==> src/logic/pic_cfg.svh <==
/*
  constants of the interrupt controller: latch indices, vectors, counts.
  assumes inclusion by bare name from the controller files.
*/
`ifndef PIC_CFG_SVH
`define PIC_CFG_SVH

`define PIC_NSRC        6'd39
`define PIC_IDX_W       6
`define PIC_VEC_W       20
`define PIC_IDX_NONE    6'h00
`define PIC_IDX_SWI     6'h01
`define PIC_IDX_WDT     6'h02
`define PIC_IDX_EXT0    6'h03
`define PIC_IDX_FIRST   6'h03
`define PIC_IDX_LAST    6'h26
`define PIC_VEC_RESET   20'hFFFFC
`define PIC_VEC_SWI     20'hFFFF8
`define PIC_VEC_WDT     20'hFFFF4
`define PIC_VEC_EXT0    20'hFFFF0
`define PIC_VEC_LOW_HI  20'hFFF80
`define PIC_VEC_SER     20'hFFF3C
`define PIC_IDX_SER     6'h20
`define PIC_VEC_STEP    20'h00004
`define PIC_RSV_MASK    39'h00_0000_4090

`endif

==> src/logic/pic_pkg.sv <==
/*
  types shared by the interrupt controller.
  assumes pic_cfg.svh is compiled with it.
*/
package pic_pkg;
  typedef enum logic [1:0] {
    PIC_IDLE,
    PIC_GRANT,
    PIC_SERVICE
  } pic_state_t;
endpackage

==> src/logic/pic_vec_map.sv <==
/*
  vector address map: latch index to vector address.
  assumes index range 0 to 38 from the arbiter.
*/
`timescale 1ns/1ps
`include "pic_cfg.svh"

module pic_vec_map (
  input  wire logic [5:0]  idx_i,
  output logic      [19:0] vec_o
);

  // ------------------------------------------------------------
  // vector decode
  // ------------------------------------------------------------
  function automatic logic [19:0] vec_of(input logic [5:0] k);
    logic [19:0] kk;
    kk = {14'h0000, k};
    if (k == `PIC_IDX_NONE)
      vec_of = `PIC_VEC_RESET;
    else if (k < `PIC_IDX_SER)
      vec_of = `PIC_VEC_RESET - `PIC_VEC_STEP * kk;
    else
      vec_of = `PIC_VEC_SER - `PIC_VEC_STEP * (kk - 20'h00020);
  endfunction

  assign vec_o = vec_of(idx_i);
endmodule

==> src/logic/pic_ctrl.sv <==
/*
  prioritized interrupt controller: pending latches, enables, arbiter,
  grant handshake to the cpu core.
  assumes all inputs synchronous to clock_i; the core acknowledges a
  grant with a one-cycle ack and signals return instructions.
*/
`timescale 1ns/1ps
`include "pic_cfg.svh"

// Functional notes
// - thirty-five sources besides reset, fixed map
// - trap and watchdog ignore enable flags
// - nesting allowed once master enable restored
// - own vector per source, latches except trap
// - request sets pending latch to one
// - maskable needs master and own enable
// - simultaneous requests accepted in hardware order
// - no ranking among non-maskable sources
// - watchdog priority two, latch two, FFFF4
// - ext0 also needs pin enable bit
// - ext1 latch five, ext5 latch fifteen
// - index k uses latch, enable, priority k
// - channel error requests latches eight, nine
// - channel overload requests latches ten, eleven
// - position, waveform, angle latches sixteen-twentyone
// - external two to four latches 29-31
// - serial requests latches thirty-two to 34
// - converter done lowest, latch thirty-eight
// - accepted source latch cleared at once
// - master enable saved then cleared on accept
// - software clears latches, never sets them
// - reset clears master, enables and latches
module pic_ctrl (
  input  wire logic        clock_i,
  input  wire logic        rst_i,
  input  wire logic        soft_trap_irq_i,
  input  wire logic [38:2] src_irq_i,
  input  wire logic        ext0_pin_enable_i,
  input  wire logic        ei_i,
  input  wire logic        di_i,
  input  wire logic        maskable_return_instr_i,
  input  wire logic        nonmask_return_instr_i,
  input  wire logic        ef_wr_i,
  input  wire logic [38:3] ef_wdata_i,
  input  wire logic        il_clr_i,
  input  wire logic [38:2] il_clr_mask_i,
  input  wire logic        ack_i,
  output logic             irq_req_o,
  output logic      [5:0]  irq_idx_o,
  output logic      [19:0] irq_vec_o,
  output logic             saved_imf_o,
  output logic             master_irq_enable_o,
  output logic      [38:3] source_irq_enable_o,
  output logic      [38:2] pending_latch_o
);

  // ------------------------------------------------------------
  // state
  // ------------------------------------------------------------
  logic                master_irq_enable_ff;
  logic                nxt_master_irq_enable;
  logic [38:3]         source_irq_enable_ff;
  logic [38:3]         nxt_source_irq_enable;
  logic [38:2]         pending_latch_ff;
  logic [38:2]         nxt_pending_latch;
  logic                trap_pend_ff;
  logic                nxt_trap_pend;
  logic                saved_imf_ff;
  logic                nxt_saved_imf;
  logic                nmi_active_ff;
  logic                nxt_nmi_active;
  logic                req_ff;
  logic [5:0]          idx_ff;
  logic [19:0]         vec_ff;
  pic_pkg::pic_state_t state_ff;
  pic_pkg::pic_state_t nxt_state;

  // ------------------------------------------------------------
  // qualification and arbitration
  // ------------------------------------------------------------
  logic [38:3] mask_ok;
  logic [38:2] hw_set;
  logic [5:0]  mask_idx;
  logic        mask_any;
  logic        grab;
  logic        nmi_any;
  logic [5:0]  win_idx;
  logic        win_any;
  logic [19:0] win_vec;
  logic        accept;
  logic [38:2] acc_clr;
  logic        acc_mask;

  // ------------------------------------------------------------
  // ranking
  // ------------------------------------------------------------
  function automatic logic [5:0] first_set(input logic [38:3] v);
    logic [5:0] r;
    r = `PIC_IDX_NONE;
    for (int i = 38; i >= 3; i--)
      if (v[i])
        r = 6'(i);
    first_set = r;
  endfunction

  // ------------------------------------------------------------
  // source requests onto latch positions
  // ------------------------------------------------------------
  assign hw_set[2]     = src_irq_i[2];
  assign hw_set[3]     = src_irq_i[3];
  assign hw_set[4]     = 1'b0;
  assign hw_set[5]     = src_irq_i[5];
  assign hw_set[6]     = src_irq_i[6];
  assign hw_set[7]     = 1'b0;
  assign hw_set[9:8]   = src_irq_i[9:8];
  assign hw_set[11:10] = src_irq_i[11:10];
  assign hw_set[13:12] = src_irq_i[13:12];
  assign hw_set[14]    = 1'b0;
  assign hw_set[15]    = src_irq_i[15];
  assign hw_set[21:16] = src_irq_i[21:16];
  assign hw_set[28:22] = src_irq_i[28:22];
  assign hw_set[31:29] = src_irq_i[31:29];
  assign hw_set[34:32] = src_irq_i[34:32];
  assign hw_set[37:35] = src_irq_i[37:35];
  assign hw_set[38]    = src_irq_i[38];

  // ------------------------------------------------------------
  // masking and winner
  // ------------------------------------------------------------
  assign mask_ok[38:4] = pending_latch_ff[38:4] & source_irq_enable_ff[38:4];
  assign mask_ok[3]    = pending_latch_ff[3] & source_irq_enable_ff[3] & ext0_pin_enable_i;
  // trap and watchdog not ranked against each other: trap index first only by encoding
  assign nmi_any  = trap_pend_ff | pending_latch_ff[`PIC_IDX_WDT];
  assign mask_idx = first_set(mask_ok);
  assign mask_any = master_irq_enable_ff & (|mask_ok);
  assign win_any  = nmi_any | mask_any;
  assign win_idx  = trap_pend_ff ? `PIC_IDX_SWI :
                    pending_latch_ff[`PIC_IDX_WDT] ? `PIC_IDX_WDT :
                    mask_idx;
  assign grab     = (state_ff == pic_pkg::PIC_IDLE) & win_any;
  assign accept   = (state_ff == pic_pkg::PIC_GRANT) & ack_i;
  assign acc_mask = idx_ff >= `PIC_IDX_FIRST;

  // ------------------------------------------------------------
  // vector lookup
  // ------------------------------------------------------------
  pic_vec_map u_vec (
    .idx_i (win_idx),
    .vec_o (win_vec)
  );

  // ------------------------------------------------------------
  // acceptance clear
  // ------------------------------------------------------------
  function automatic logic [38:2] clear_one(input logic [5:0] k);
    logic [38:2] m;
    m = '0;
    for (int i = 2; i <= 38; i++)
      if (k == 6'(i))
        m[i] = 1'b1;
    clear_one = m;
  endfunction

  assign acc_clr = accept ? clear_one(idx_ff) : '0;

  // ------------------------------------------------------------
  // next values: pending latches
  // ------------------------------------------------------------
  always_comb
  begin
    nxt_pending_latch = pending_latch_ff & ~acc_clr;
    if (il_clr_i)
      nxt_pending_latch = nxt_pending_latch & ~il_clr_mask_i;
    // set applied last so it wins over any clear
    nxt_pending_latch = nxt_pending_latch | hw_set;
  end

  // ------------------------------------------------------------
  // next values: software trap
  // ------------------------------------------------------------
  always_comb
  begin
    nxt_trap_pend = trap_pend_ff & ~(accept & (idx_ff == `PIC_IDX_SWI));
    nxt_trap_pend = nxt_trap_pend | soft_trap_irq_i;
  end

  // ------------------------------------------------------------
  // next values: enables and stacked master enable
  // ------------------------------------------------------------
  always_comb
  begin
    nxt_source_irq_enable = ef_wr_i ? ef_wdata_i : source_irq_enable_ff;
  end

  always_comb
  begin
    nxt_master_irq_enable = master_irq_enable_ff;
    nxt_saved_imf = saved_imf_ff;
    nxt_nmi_active = nmi_active_ff;
    if (ei_i)
      nxt_master_irq_enable = 1'b1;
    // di wins over ei
    if (di_i)
      nxt_master_irq_enable = 1'b0;
    if (maskable_return_instr_i)
      nxt_master_irq_enable = 1'b1;
    // non-maskable return only acts inside a trap or watchdog routine
    if (nonmask_return_instr_i && nmi_active_ff)
    begin
      nxt_master_irq_enable = saved_imf_ff | master_irq_enable_ff;
      nxt_nmi_active = 1'b0;
    end
    // accept overrides enables and returns
    if (accept)
    begin
      nxt_saved_imf = master_irq_enable_ff;
      nxt_master_irq_enable = 1'b0;
      nxt_nmi_active = ~acc_mask;
    end
  end

  // ------------------------------------------------------------
  // grant state
  // ------------------------------------------------------------
  always_comb
  begin
    nxt_state = state_ff;
    case (state_ff)
      pic_pkg::PIC_IDLE:
        if (win_any)
          nxt_state = pic_pkg::PIC_GRANT;
      pic_pkg::PIC_GRANT:
        if (ack_i)
          nxt_state = pic_pkg::PIC_SERVICE;
      pic_pkg::PIC_SERVICE:
        nxt_state = pic_pkg::PIC_IDLE;
      default:
        nxt_state = pic_pkg::PIC_IDLE;
    endcase
  end

  // ------------------------------------------------------------
  // registers
  // ------------------------------------------------------------
  always_ff @(posedge clock_i)
  begin
    if (rst_i)
      master_irq_enable_ff <= 1'b0;
    else
      master_irq_enable_ff <= nxt_master_irq_enable;
  end

  always_ff @(posedge clock_i)
  begin
    if (rst_i)
      source_irq_enable_ff <= '0;
    else
      source_irq_enable_ff <= nxt_source_irq_enable;
  end

  always_ff @(posedge clock_i)
  begin
    if (rst_i)
      pending_latch_ff <= '0;
    else
      pending_latch_ff <= nxt_pending_latch;
  end

  always_ff @(posedge clock_i)
  begin
    if (rst_i)
      trap_pend_ff <= 1'b0;
    else
      trap_pend_ff <= nxt_trap_pend;
  end

  always_ff @(posedge clock_i)
  begin
    if (rst_i)
      saved_imf_ff <= 1'b0;
    else
      saved_imf_ff <= nxt_saved_imf;
  end

  always_ff @(posedge clock_i)
  begin
    if (rst_i)
      nmi_active_ff <= 1'b0;
    else
      nmi_active_ff <= nxt_nmi_active;
  end

  always_ff @(posedge clock_i)
  begin
    if (rst_i)
      state_ff <= pic_pkg::PIC_IDLE;
    else
      state_ff <= nxt_state;
  end

  // ------------------------------------------------------------
  // grant to the core
  // ------------------------------------------------------------
  // grant held steady while waiting for ack
  always_ff @(posedge clock_i)
  begin
    if (rst_i)
      req_ff <= 1'b0;
    else if (grab)
      req_ff <= 1'b1;
    else if (accept)
      req_ff <= 1'b0;
  end

  always_ff @(posedge clock_i)
  begin
    if (rst_i)
      idx_ff <= `PIC_IDX_NONE;
    else if (grab)
      idx_ff <= win_idx;
  end

  always_ff @(posedge clock_i)
  begin
    if (rst_i)
      vec_ff <= `PIC_VEC_RESET;
    else if (grab)
      vec_ff <= win_vec;
  end

  // ------------------------------------------------------------
  // outputs
  // ------------------------------------------------------------
  assign irq_req_o           = req_ff;
  assign irq_idx_o           = idx_ff;
  assign irq_vec_o           = vec_ff;
  assign saved_imf_o         = saved_imf_ff;
  assign master_irq_enable_o = master_irq_enable_ff;
  assign source_irq_enable_o = source_irq_enable_ff;
  assign pending_latch_o     = pending_latch_ff;
endmodule

==> config.mk <==
export PLATFORM = sky130hd
export DESIGN_NAME = pic_ctrl
export DESIGN_NICKNAME = d
export VERILOG_FILES = /design/src/logic/pic_pkg.sv /design/src/logic/pic_vec_map.sv /design/src/logic/pic_ctrl.sv
export VERILOG_INCLUDE_DIRS = /design/src /design/src/logic
export SDC_FILE = /design/constraint.sdc
export NUM_CORES = 1
export LEC_CHECK = 0
export ABC_CLOCK_PERIOD_IN_PS = 2850
export BUFFER_PORTS_ARGS = -buffer_cell sky130_fd_sc_hd__buf_2
export CELL_PAD_IN_SITES_DETAIL_PLACEMENT = 0
export CELL_PAD_IN_SITES_GLOBAL_PLACEMENT = 1
export CORE_ASPECT_RATIO = 0.5
export CORE_MARGIN = 2
export CORE_UTILIZATION = 32
export DETAILED_ROUTE_END_ITERATION = 6
export PLACE_DENSITY = 0.83
export SETUP_SLACK_MARGIN = 0.4
export SLEW_MARGIN = 5
export SYNTH_ARGS = -nofsm -noshare
export SYNTH_HDL_FRONTEND = slang
export SYNTH_SLANG_ARGS = --single-unit
==> constraint.sdc <==
create_clock -name clock_i -period 2.85 [get_ports clock_i]
set_input_delay 0.57 -clock clock_i [delete_from_list [all_inputs] [get_ports clock_i]]
set_output_delay 0.57 -clock clock_i [all_outputs]
set_load 0.03 [all_outputs]
# == After elaboration in Yosys (flattened, before gate mapping) ==
# Index checks and enable logic that the tools add are counted.
# word_totals
regBits,106
latch_bits,0
ram_bits,0
mem_bits_ro,0
in_bits,121
out_inout_bits,102
word_cells,174
mem_count,0
# op_classes
addsub,3
multipliers,0
div,0
magnitude_cmp,2
eq_ne,41
shifts,0
muxes,90
bitwise_logic,19
reduce_logical,9
# ops
cell,n
$mux 6,38
$eq 6x5->1 const B,16
$and 37x37->37,2
$mux 37,2
$not 37->37,2
$eq 6x4->1 const B,8
$mux 1,45
$eq 6x6->1 const B,7
$mux 20,2
$or 37x37->37,1
$reduce_or 36->1,1
$and 35x35->35,1
$eq 6x3->1 const B,4
$sub 20x20->20 const A,1
$eq 6x2->1 const B,2
$sub 3x9->10 const A,1
$and 1x1->1,7
$sub 6x6->7 const B,1
$eq 6x1->1 const B,1
$ge 6x2->1 const B,1
$logic_not 6->1,1
$lt 6x6->1 const B,1
$mux 2,2
$ne 2x2->1 const B,2
other kinds (10),15

# == Depth between registers and ports, before layout ==
# Gate-level depths: netlist of run 1.
# depth
word_depth,43
depth_mapped,8
ltp_nobuf,8

# == Modules after synthesis ==
# From an unflattened synthesis of run 1, not the netlist that was laid out.
# unflattened
hier_cells,601
area_unflattened_um2,4917.2
# by_module_without_submodules
mod,instances,cells_per_inst,area_per_inst_um2,seq_area_each_um2
pic_ctrl,1,574,4740.8,2122.0
pic_vec_map,1,27,176.4,0.0

# == Least setup slack after synthesis of run 1 ==
# Ideal clock, no wire load.
# synth_path
path_kind,register to register
startpoint,reg pending_latch_ff (netlist bit pending_latch_o[9])
endpoint,reg vec_ff[7] (netlist: irq_vec_o[7])
setup_ps,120
arrival_ps,2351
t_required_ps,2730
path_slack_ps,379
stages_incl_launch_ff,8
path_buffers,0
period_less_slack_ps,2471
cell_sequence,dfxtp_1 -> a22o_4 -> or4_4 -> nor4_4 -> and3_2 -> ha_1 -> nor2_1 -> a211o_2
# synth_between
elab_chain_cells,14
elab_cells_between_ends,21
classes_between,add/sub (3); order compare (1); mux (11); bitwise (4); reduce/logical (2)
# synth_lines
item,line,source
from (decl),pic_ctrl.sv:64,logic [38:2] pending_latch_ff;
from (signal assigned),pic_ctrl.sv:266,pending_latch_ff <= nxt_pending_latch;
$and 35x35->35 *,pic_ctrl.sv:130,assign mask_ok[38:4] = pending_latch_ff[38:4] & source_irq_enable_ff[38:4];
$mux 6 * (7 in a row),pic_ctrl.sv:101,if (v[i])
$mux 6 *,pic_ctrl.sv:138,pending_latch_ff[`PIC_IDX_WDT] ? `PIC_IDX_WDT :
$mux 6 *,pic_ctrl.sv:137,assign win_idx = trap_pend_ff ? `PIC_IDX_SWI :
net u_vec.idx_i[5],pic_vec_map.sv:9,"input wire logic [5:0] idx_i,"
$sub 6x6->7,pic_vec_map.sv:24,vec_of = `PIC_VEC_SER - `PIC_VEC_STEP * (kk - 20'h00020);
$sub 20x20->20 (no line),-,
$mux 20,pic_vec_map.sv:21,else if (k < `PIC_IDX_SER)
$mux 20 *,pic_vec_map.sv:19,if (k == `PIC_IDX_NONE)
to (signal assigned),pic_ctrl.sv:326,vec_ff <= `PIC_VEC_RESET;
to (signal assigned),pic_ctrl.sv:328,vec_ff <= win_vec;
to (decl),pic_ctrl.sv:74,logic [19:0] vec_ff;
# The timed path passes the listed nets; every way through them passes the cells marked *.
# A chain may end at the register's enable or synchronous reset.

# == Final worst setup path of run 1 ==
# layout_path
startpoint,reg source_irq_enable_ff (netlist bit source_irq_enable_o[28])
endpoint,reg vec_ff[8] (netlist: irq_vec_o[8])
# layout_between
elab_chain_cells,33
elab_cells_between_ends,40
classes_between,add/sub (3); order compare (1); mux (30); bitwise (4); reduce/logical (2)
# layout_lines
item,line,source
from (decl),pic_ctrl.sv:62,logic [38:3] source_irq_enable_ff;
from (signal assigned),pic_ctrl.sv:258,source_irq_enable_ff <= nxt_source_irq_enable;
$and 35x35->35 *,pic_ctrl.sv:130,
$mux 6 * (26 in a row),pic_ctrl.sv:101,
$mux 6 *,pic_ctrl.sv:138,
$mux 6 *,pic_ctrl.sv:137,
net u_vec.idx_i[5],pic_vec_map.sv:9,
$sub 6x6->7,pic_vec_map.sv:24,
$sub 20x20->20 (no line),-,
$mux 20,pic_vec_map.sv:21,
$mux 20 *,pic_vec_map.sv:19,
# Marked as above.

==> impl_metrics.tcl, run 1 <==
set metrics [dict create \
    outcome "completed" \
    grt_pass1_wl_mm 22.8 \
    cts_made_buffers 9 \
    worst_path_largest_cell_delay_ps 630 \
    finalHoldViolations 0 \
    rsz0062_at_grt "yes" \
    antenna_cells 0 \
    gr-total-overflow 0 \
    tns_ps 0 \
    synthFlopType "dfxtp_1" \
    reg2reg_depth 7 \
    die_x_um 171 \
    wirelength_mm 15.6 \
    period_needed_ps 2460 \
    cts-root-buf "clkbuf_16" \
    gp_congestion 0.893 \
    antenna_found_initial 0 \
    routedWlPerCell_um 16.7 \
    yosysUniqueCellTypes 58 \
    fin_worst_skew_ps 4.89 \
    min_path_cells 2 \
    die_h_um 87.3 \
    yosys_warnings 0 \
    hold_ws_ps 424 \
    relSlewSlack 0.443 \
    clock_path_buffers 2 \
    min-delay-start "il_clr_mask_i[4]" \
    cts_tree "yes" \
    period_share 0.862 \
    cts_sinks 95 \
    nets 857 \
    worstSetupPathType "flip-flop to flip-flop" \
    io_pins 223 \
    grt_max_degree 52 \
    start_util 0.327 \
    arrival_ps 2690 \
    ys_seq_elements 95 \
    crit_path_cell_trace "a22oi_2 -> or4bb_4 -> nor4_4 -> and3_4 -> ha_4 -> nor2_2 -> a211o_2" \
    place.detailed.hpwl_mm 12.0 \
    slowest_stage "or4bb_4" \
    path_buf_inv 0 \
    synth_area_um2 4440 \
    synth_cells 524 \
    required_ps 3080 \
    synth_seq_area_share 0.429 \
    first_pass_iters 7 \
    min_path_type "primary input to flip-flop" \
    final_core_util 0.447 \
    worstSkewPairLatency_ps 340 \
    drc 0 \
    fin_cells 931 \
    cp-start-kind "flip-flop" \
    leakagePower_nw 2.85 \
    tightestPinTransition_ps 835 \
    regArea_um2 1920 \
    synthToLayoutAreaGrowth_pct 36.7 \
    critPathTopFamily "simple AND/OR/NAND/NOR gates" \
    path_max_fanout 4 \
    ys_async_sr_fraction 0 \
    multi_input_area_um2 2410 \
    place_area_um2 5620 \
    n_fill_cell 1428 \
    dp_cells 906 \
    final_cell_area_um2 6060 \
    worstHoldEndpoint "pending_latch_o[4]" \
    design_power_total_mw 3.59 \
    setup_viol 0 \
    syn_avg_cell_area_um2 8.46 \
    max_cap_viol_count 0 \
    clk_pin_slew_ps 60 \
    r2r-end "irq_vec_o[8]" \
    fmax_mhz 407 \
    drt_iter0_drc 244 \
    layout-drive-gt1-share 0.388 \
    io_buffers 211 \
    slew_violations 0 \
    synth-edff-count 0 \
    cts_max_level 3 \
    num_vias 4686 \
    rows 30 \
    crit_path_end_kind "flip-flop" \
    via_per_inst 5.03 \
    r2r_slack_ps 390 \
    grtUsageTotal 0.202 \
    grt_pass1_vias 4258 \
    setup_slack_ps 392 \
    dp_slack_ps 335 \
    ir_drop_v 0.000266 \
    dieArea_um2 14900 \
    p_per_area_nw_per_um2 593 \
    r2r_start "source_irq_enable_o[28]" \
    coreArea_um2 13600 \
    ant_nets 0 \
]
final cells by class:
cell class / count / area share
Clock buffer: 12 / 0.0407
Clock inverter: 4 / 0.00743
Inverter: 5 / 0.00310
Multi-Input combinational cell: 397 / 0.397
Sequential cell: 95 / 0.317
Tap cell: 192 / 0.0396
Timing Repair Buffer: 226 / 0.195
cell usage after synthesis, drive strengths merged (3+ instances only):
cell type | instances | area share
a211o | 3 | 0.0068
a21o | 3 | 0.0054
a21oi | 15 | 0.017
a221oi | 4 | 0.0079
a222oi | 4 | 0.0090
a22o | 12 | 0.028
a22oi | 6 | 0.011
a31oi | 37 | 0.052
a32o | 3 | 0.0068
a32oi | 3 | 0.0059
and3 | 8 | 0.012
buf | 14 | 0.027
clkbuf | 19 | 0.018
dfxtp | 95 | 0.43
inv | 5 | 0.0042
mux2i | 39 | 0.088
nand2 | 86 | 0.073
nand2b | 6 | 0.010
nand3 | 13 | 0.015
nand3b | 4 | 0.0068
nor2 | 95 | 0.080
nor3 | 9 | 0.010
nor4 | 3 | 0.0076
o21a | 3 | 0.0051
o21ai | 7 | 0.0079
flip-flops by register name, indices dropped and copies added, names as in the netlist:
register and flops:
irq_vec_o 9, pending_latch_o 37, irq_idx_o 6, source_irq_enable_o 36, nmi_active_ff 1, master_irq_enable_o 1
trap_pend_ff 1, state_ff 2, irq_req_o 1, saved_imf_o 1
cell usage in the layout, fill, tap and decap left out, types with 2 or more instances in the layout:
cell,instances
buf_2,210
nor2_1,94
nand2_1,86
dfxtp_1,81
mux2i_1,39
a31oi_1,37
buf_4,15
a21oi_1,14
nand3_1,13
dfxtp_2,13
nor3_1,9
clkbuf_16,9
conb_1,8
a22o_2,6
and3_1,6
o21ai_0,6
inv_1,5
nand2b_1,5
a22oi_1,4
a222oi_1,4
nand3b_1,4
a221oi_1,4
a22o_1,4
a211o_2,3
o21a_1,3
a32oi_1,3
a32o_1,3
clkinv_2,3
a22o_4,2
a22oi_2,2
o31ai_1,2
or2_2,2
o211ai_1,2
a21o_1,2
nor4_1,2
ha_4,2
clkbuf_1,2
what timing repair did:
| item | CTS | global route |
|---|---|---|
| gates resized for setup | 3 | 15 |
| endpoints found under the setup margin | 5 | 7 |
| pin swaps | 3 | 11 |
| buffers inserted | 3 | 6 |
| hold endpoints to repair | 0 | 0 |
| hold buffers | 0 | 0 |
cell families after synthesis:
group                    synth area share
AO/OA/AOI/OAI                       0.186
adder cells (fa/ha/maj)           0.00564
multiplexers                       0.0880
AND/OR/NAND/NOR                     0.241
other                             0.00169
flip-flops                          0.429
buffers and inverters              0.0491
metal layers:
layer,up-vias,share of wire,track usage
li1,2273,-,-
met3,15,0.064,0.0418
met4,0,0.012,0.0544
met1,2228,0.46,0.274
met2,170,0.47,0.330
met5,-,0,0
how the worst max path moves through the flow:
| stage | start | endpoint | slack (ps) | cells past startpoint |
|---|---|---|---|---|
| floorplan | source_irq_enable_o[31] | irq_vec_o[7] | 460 | 7 |
| global placement | source_irq_enable_o[30] | irq_vec_o[8] | 400 | 7 |
| detailed placement | source_irq_enable_o[30] | irq_vec_o[8] | 330 | 7 |
| CTS | pending_latch_o[15] | irq_vec_o[8] | 430 | 7 |
| global route | source_irq_enable_o[26] | irq_vec_o[6] | 340 | 7 |
| finish | source_irq_enable_o[28] | irq_vec_o[8] | 390 | 7 |
power breakdown:
| part | leakage (nW) | switching (mW) | total, mW | internal, mW |
|---|---|---|---|---|
| Combinational | 1.91 | 0.528 | 0.855 | 0.326 |
| Clock | 0.146 | 0.495 | 1.20 | 0.700 |
| Sequential | 0.791 | 0.117 | 1.54 | 1.43 |
| Total | 2.85 | 1.14 | 3.59 | 2.45 |
Power figures use the tool's default switching activity.
==> inputs of run 2 (changes only) <==
--- a/config.mk
+++ b/config.mk
@@ -15,7 +15,7 @@
 export CORE_UTILIZATION = 32
 export DETAILED_ROUTE_END_ITERATION = 6
 export PLACE_DENSITY = 0.83
-export SETUP_SLACK_MARGIN = 0.4
+export SETUP_SLACK_MARGIN = 0.5
 export SLEW_MARGIN = 5
 export SYNTH_ARGS = -nofsm -noshare
 export SYNTH_HDL_FRONTEND = slang
==> run 2 against run 1 <==
Sequential share of layout area about the same. Design area increased by 0.76%. Critical path depth decreased by 1. Fmax increased by 1.3%. Cell count increased by 0.11%. Setup slack improved by 31 ps. Clock power increased by 5%. Total power increased by 1.3%. Register-to-register slack improved by 30 ps. Global-route usage increased by 0.081 points. Critical path type unchanged. Critical endpoint is now irq_vec_o[4]. Largest cell class unchanged. Largest power group unchanged.
==> impl_metrics.tcl, run 2 (synthesized netlist as in run 1, its figures left out) <==
set metrics [dict create \
    ir_drop_v 0.000250 \
    worstHoldEndpoint "pending_latch_o[14]" \
    layout-drive-gt1-share 0.393 \
    arrival_ps 2660 \
    largest_reg_flops 37 \
    via_per_inst 5.05 \
    r2r_slack_ps 420 \
    pwr-share-comb 0.229 \
    drc 0 \
    cts_made_buffers 9 \
    io_buffers 211 \
    grt_pass1_wl_mm 23.0 \
    antenna_cells 0 \
    dieArea_um2 14900 \
    die_x_um 171 \
    die_h_um 87.3 \
    grtUsageTotal 0.203 \
    power_frac_seq 0.423 \
    fin_worst_skew_ps 9.72 \
    path_max_fanout 5 \
    num_vias 4705 \
    crit_path_cell_trace "a222oi_1 -> o311a_1 -> o311ai_0 -> a21oi_1 -> or3b_2 -> o21a_1" \
    wirelength_mm 15.6 \
    start_util 0.327 \
    worstSkewPairLatency_ps 350 \
    leakagePower_nw 2.87 \
    p_per_area_nw_per_um2 596 \
    required_ps 3080 \
    tightestPinTransition_ps 763 \
    p_int_mw 2.49 \
    place.detailed.hpwl_mm 11.9 \
    routedWlPerCell_um 16.7 \
    cts_tree "yes" \
    fin_cells 932 \
    slew_violations 0 \
    cts_hold_buf 0 \
    period_share 0.851 \
    ant_nets 0 \
    nets 858 \
    clock_path_buffers 2 \
    outcome "completed" \
    dp_cells 905 \
    rows 30 \
    rsz0062_at_grt "yes" \
    p_sw_mw 1.15 \
    grt_max_degree 92 \
    crit_path_end_kind "flip-flop" \
    final_cell_mix "buf_2, nor2_1, nand2_1" \
    worst_path_largest_cell_delay_ps 650 \
    clk_pin_slew_ps 70 \
    min_path_type "primary input to flip-flop" \
    reg2reg_depth 6 \
    slowest_stage "o311ai_0" \
    io_pins 223 \
    cts_sinks 95 \
    gr-total-overflow 0 \
    final_common_cell "buf_2" \
    r2r_start "source_irq_enable_o[36]" \
    first_pass_iters 5 \
    cts-root-buf "clkbuf_16" \
    period_needed_ps 2430 \
    r2r-end "irq_vec_o[4]" \
    cp-start-kind "flip-flop" \
    tns_ps 0 \
    drt_iter0_drc 320 \
    synthToLayoutAreaGrowth_pct 37.7 \
    min_path_cells 2 \
    cts_max_level 3 \
    sw_frac_of_total 0.316 \
    setup_viol 0 \
    coreArea_um2 13600 \
    relSlewSlack 0.485 \
    min-delay-start "il_clr_mask_i[14]" \
    fmax_mhz 412 \
    antenna_found_initial 0 \
    p_clk_frac 0.347 \
    grt_pass1_vias 4238 \
    max_cap_viol_count 0 \
    gp_congestion 0.936 \
    worstSetupPathType "flip-flop to flip-flop" \
    finalHoldViolations 0 \
]
-- run 2: cell count changes in the layout (fill, tap and decap cells not counted), sizes merged --
cell    before  now
clkinv       3    2
clkbuf      12   13
buf        226  227
-- run 2: routing by layer --
layer	track usage	routed length, um	vias up
met5	0	0	-
met4	0.0466	178	0
met3	0.0409	929	16
met2	0.322	7130	174
met1	0.286	7360	2228
li1	-	-	2287
-- run 2: cell type report --
cell class | count | area (um2)
tap | 192 | 240
clock inverter | 3 | 40.0
multi-input combinational | 397 | 2400
fill | 1394 | 7440
timing repair buffer | 227 | 1200
inverter | 5 | 18.8
sequential | 95 | 1940
clock buffer | 13 | 270
-- run 2: worst max path at each step --
stage / start / end
2_1_floorplan: source_irq_enable_o[24] / irq_vec_o[7]
3_3_place_gp: source_irq_enable_o[30] / irq_vec_o[8]
3_5_place_dp: source_irq_enable_o[30] / irq_vec_o[7]
4_1_cts: source_irq_enable_o[15] / irq_vec_o[7]
5_1_grt: source_irq_enable_o[14] / irq_vec_o[8]
6_report: source_irq_enable_o[36] / irq_vec_o[4]
-- run 2: worst max-delay path, delay by kind of cell, from the launching register on --
family             cells  cell delay (ps)
and+or+nand+nor        1              480
DFF                    1              410
AOI/OAI and AO/OA      5             1430
-- run 2: repair_timing --
action,CTS,global route
pin swaps,14,3
setup buffers,9,2
endpoints found under the hold margin,0,0
resized for setup,11,3
endpoints found under the setup margin,9,12
-- run 2: power by group through the flow --
| stage | logic, mW | registers, mW | clock network (mW) |
|---|---|---|---|
| floorplan | 0.376 | 1.71 | 0 |
| global placement | 0.790 | 1.56 | 0 |
| detailed placement | 0.794 | 1.57 | 0 |
| CTS | 0.829 | 1.54 | 1.29 |
| global route | 0.898 | 1.56 | 1.34 |
| finish | 0.835 | 1.54 | 1.26 |
-- run 2: metrics by stage --
step / setup WS [ps] / hold slack (ps) / power [mW] / utilization / cell area [um2]
after CTS: 481 / 394 / 3.66 / 0.449 / 6090
after detailed placement: 378 / 450 / 2.36 / 0.418 / 5660
final: 423 / 403 / 3.64 / 0.451 / 6110
after global placement: 389 / 440 / 2.35 / 0.418 / 5660
after floorplan: 493 / 463 / 2.09 / - / 4500
after global routing: 402 / 412 / 3.80 / 0.451 / 6110
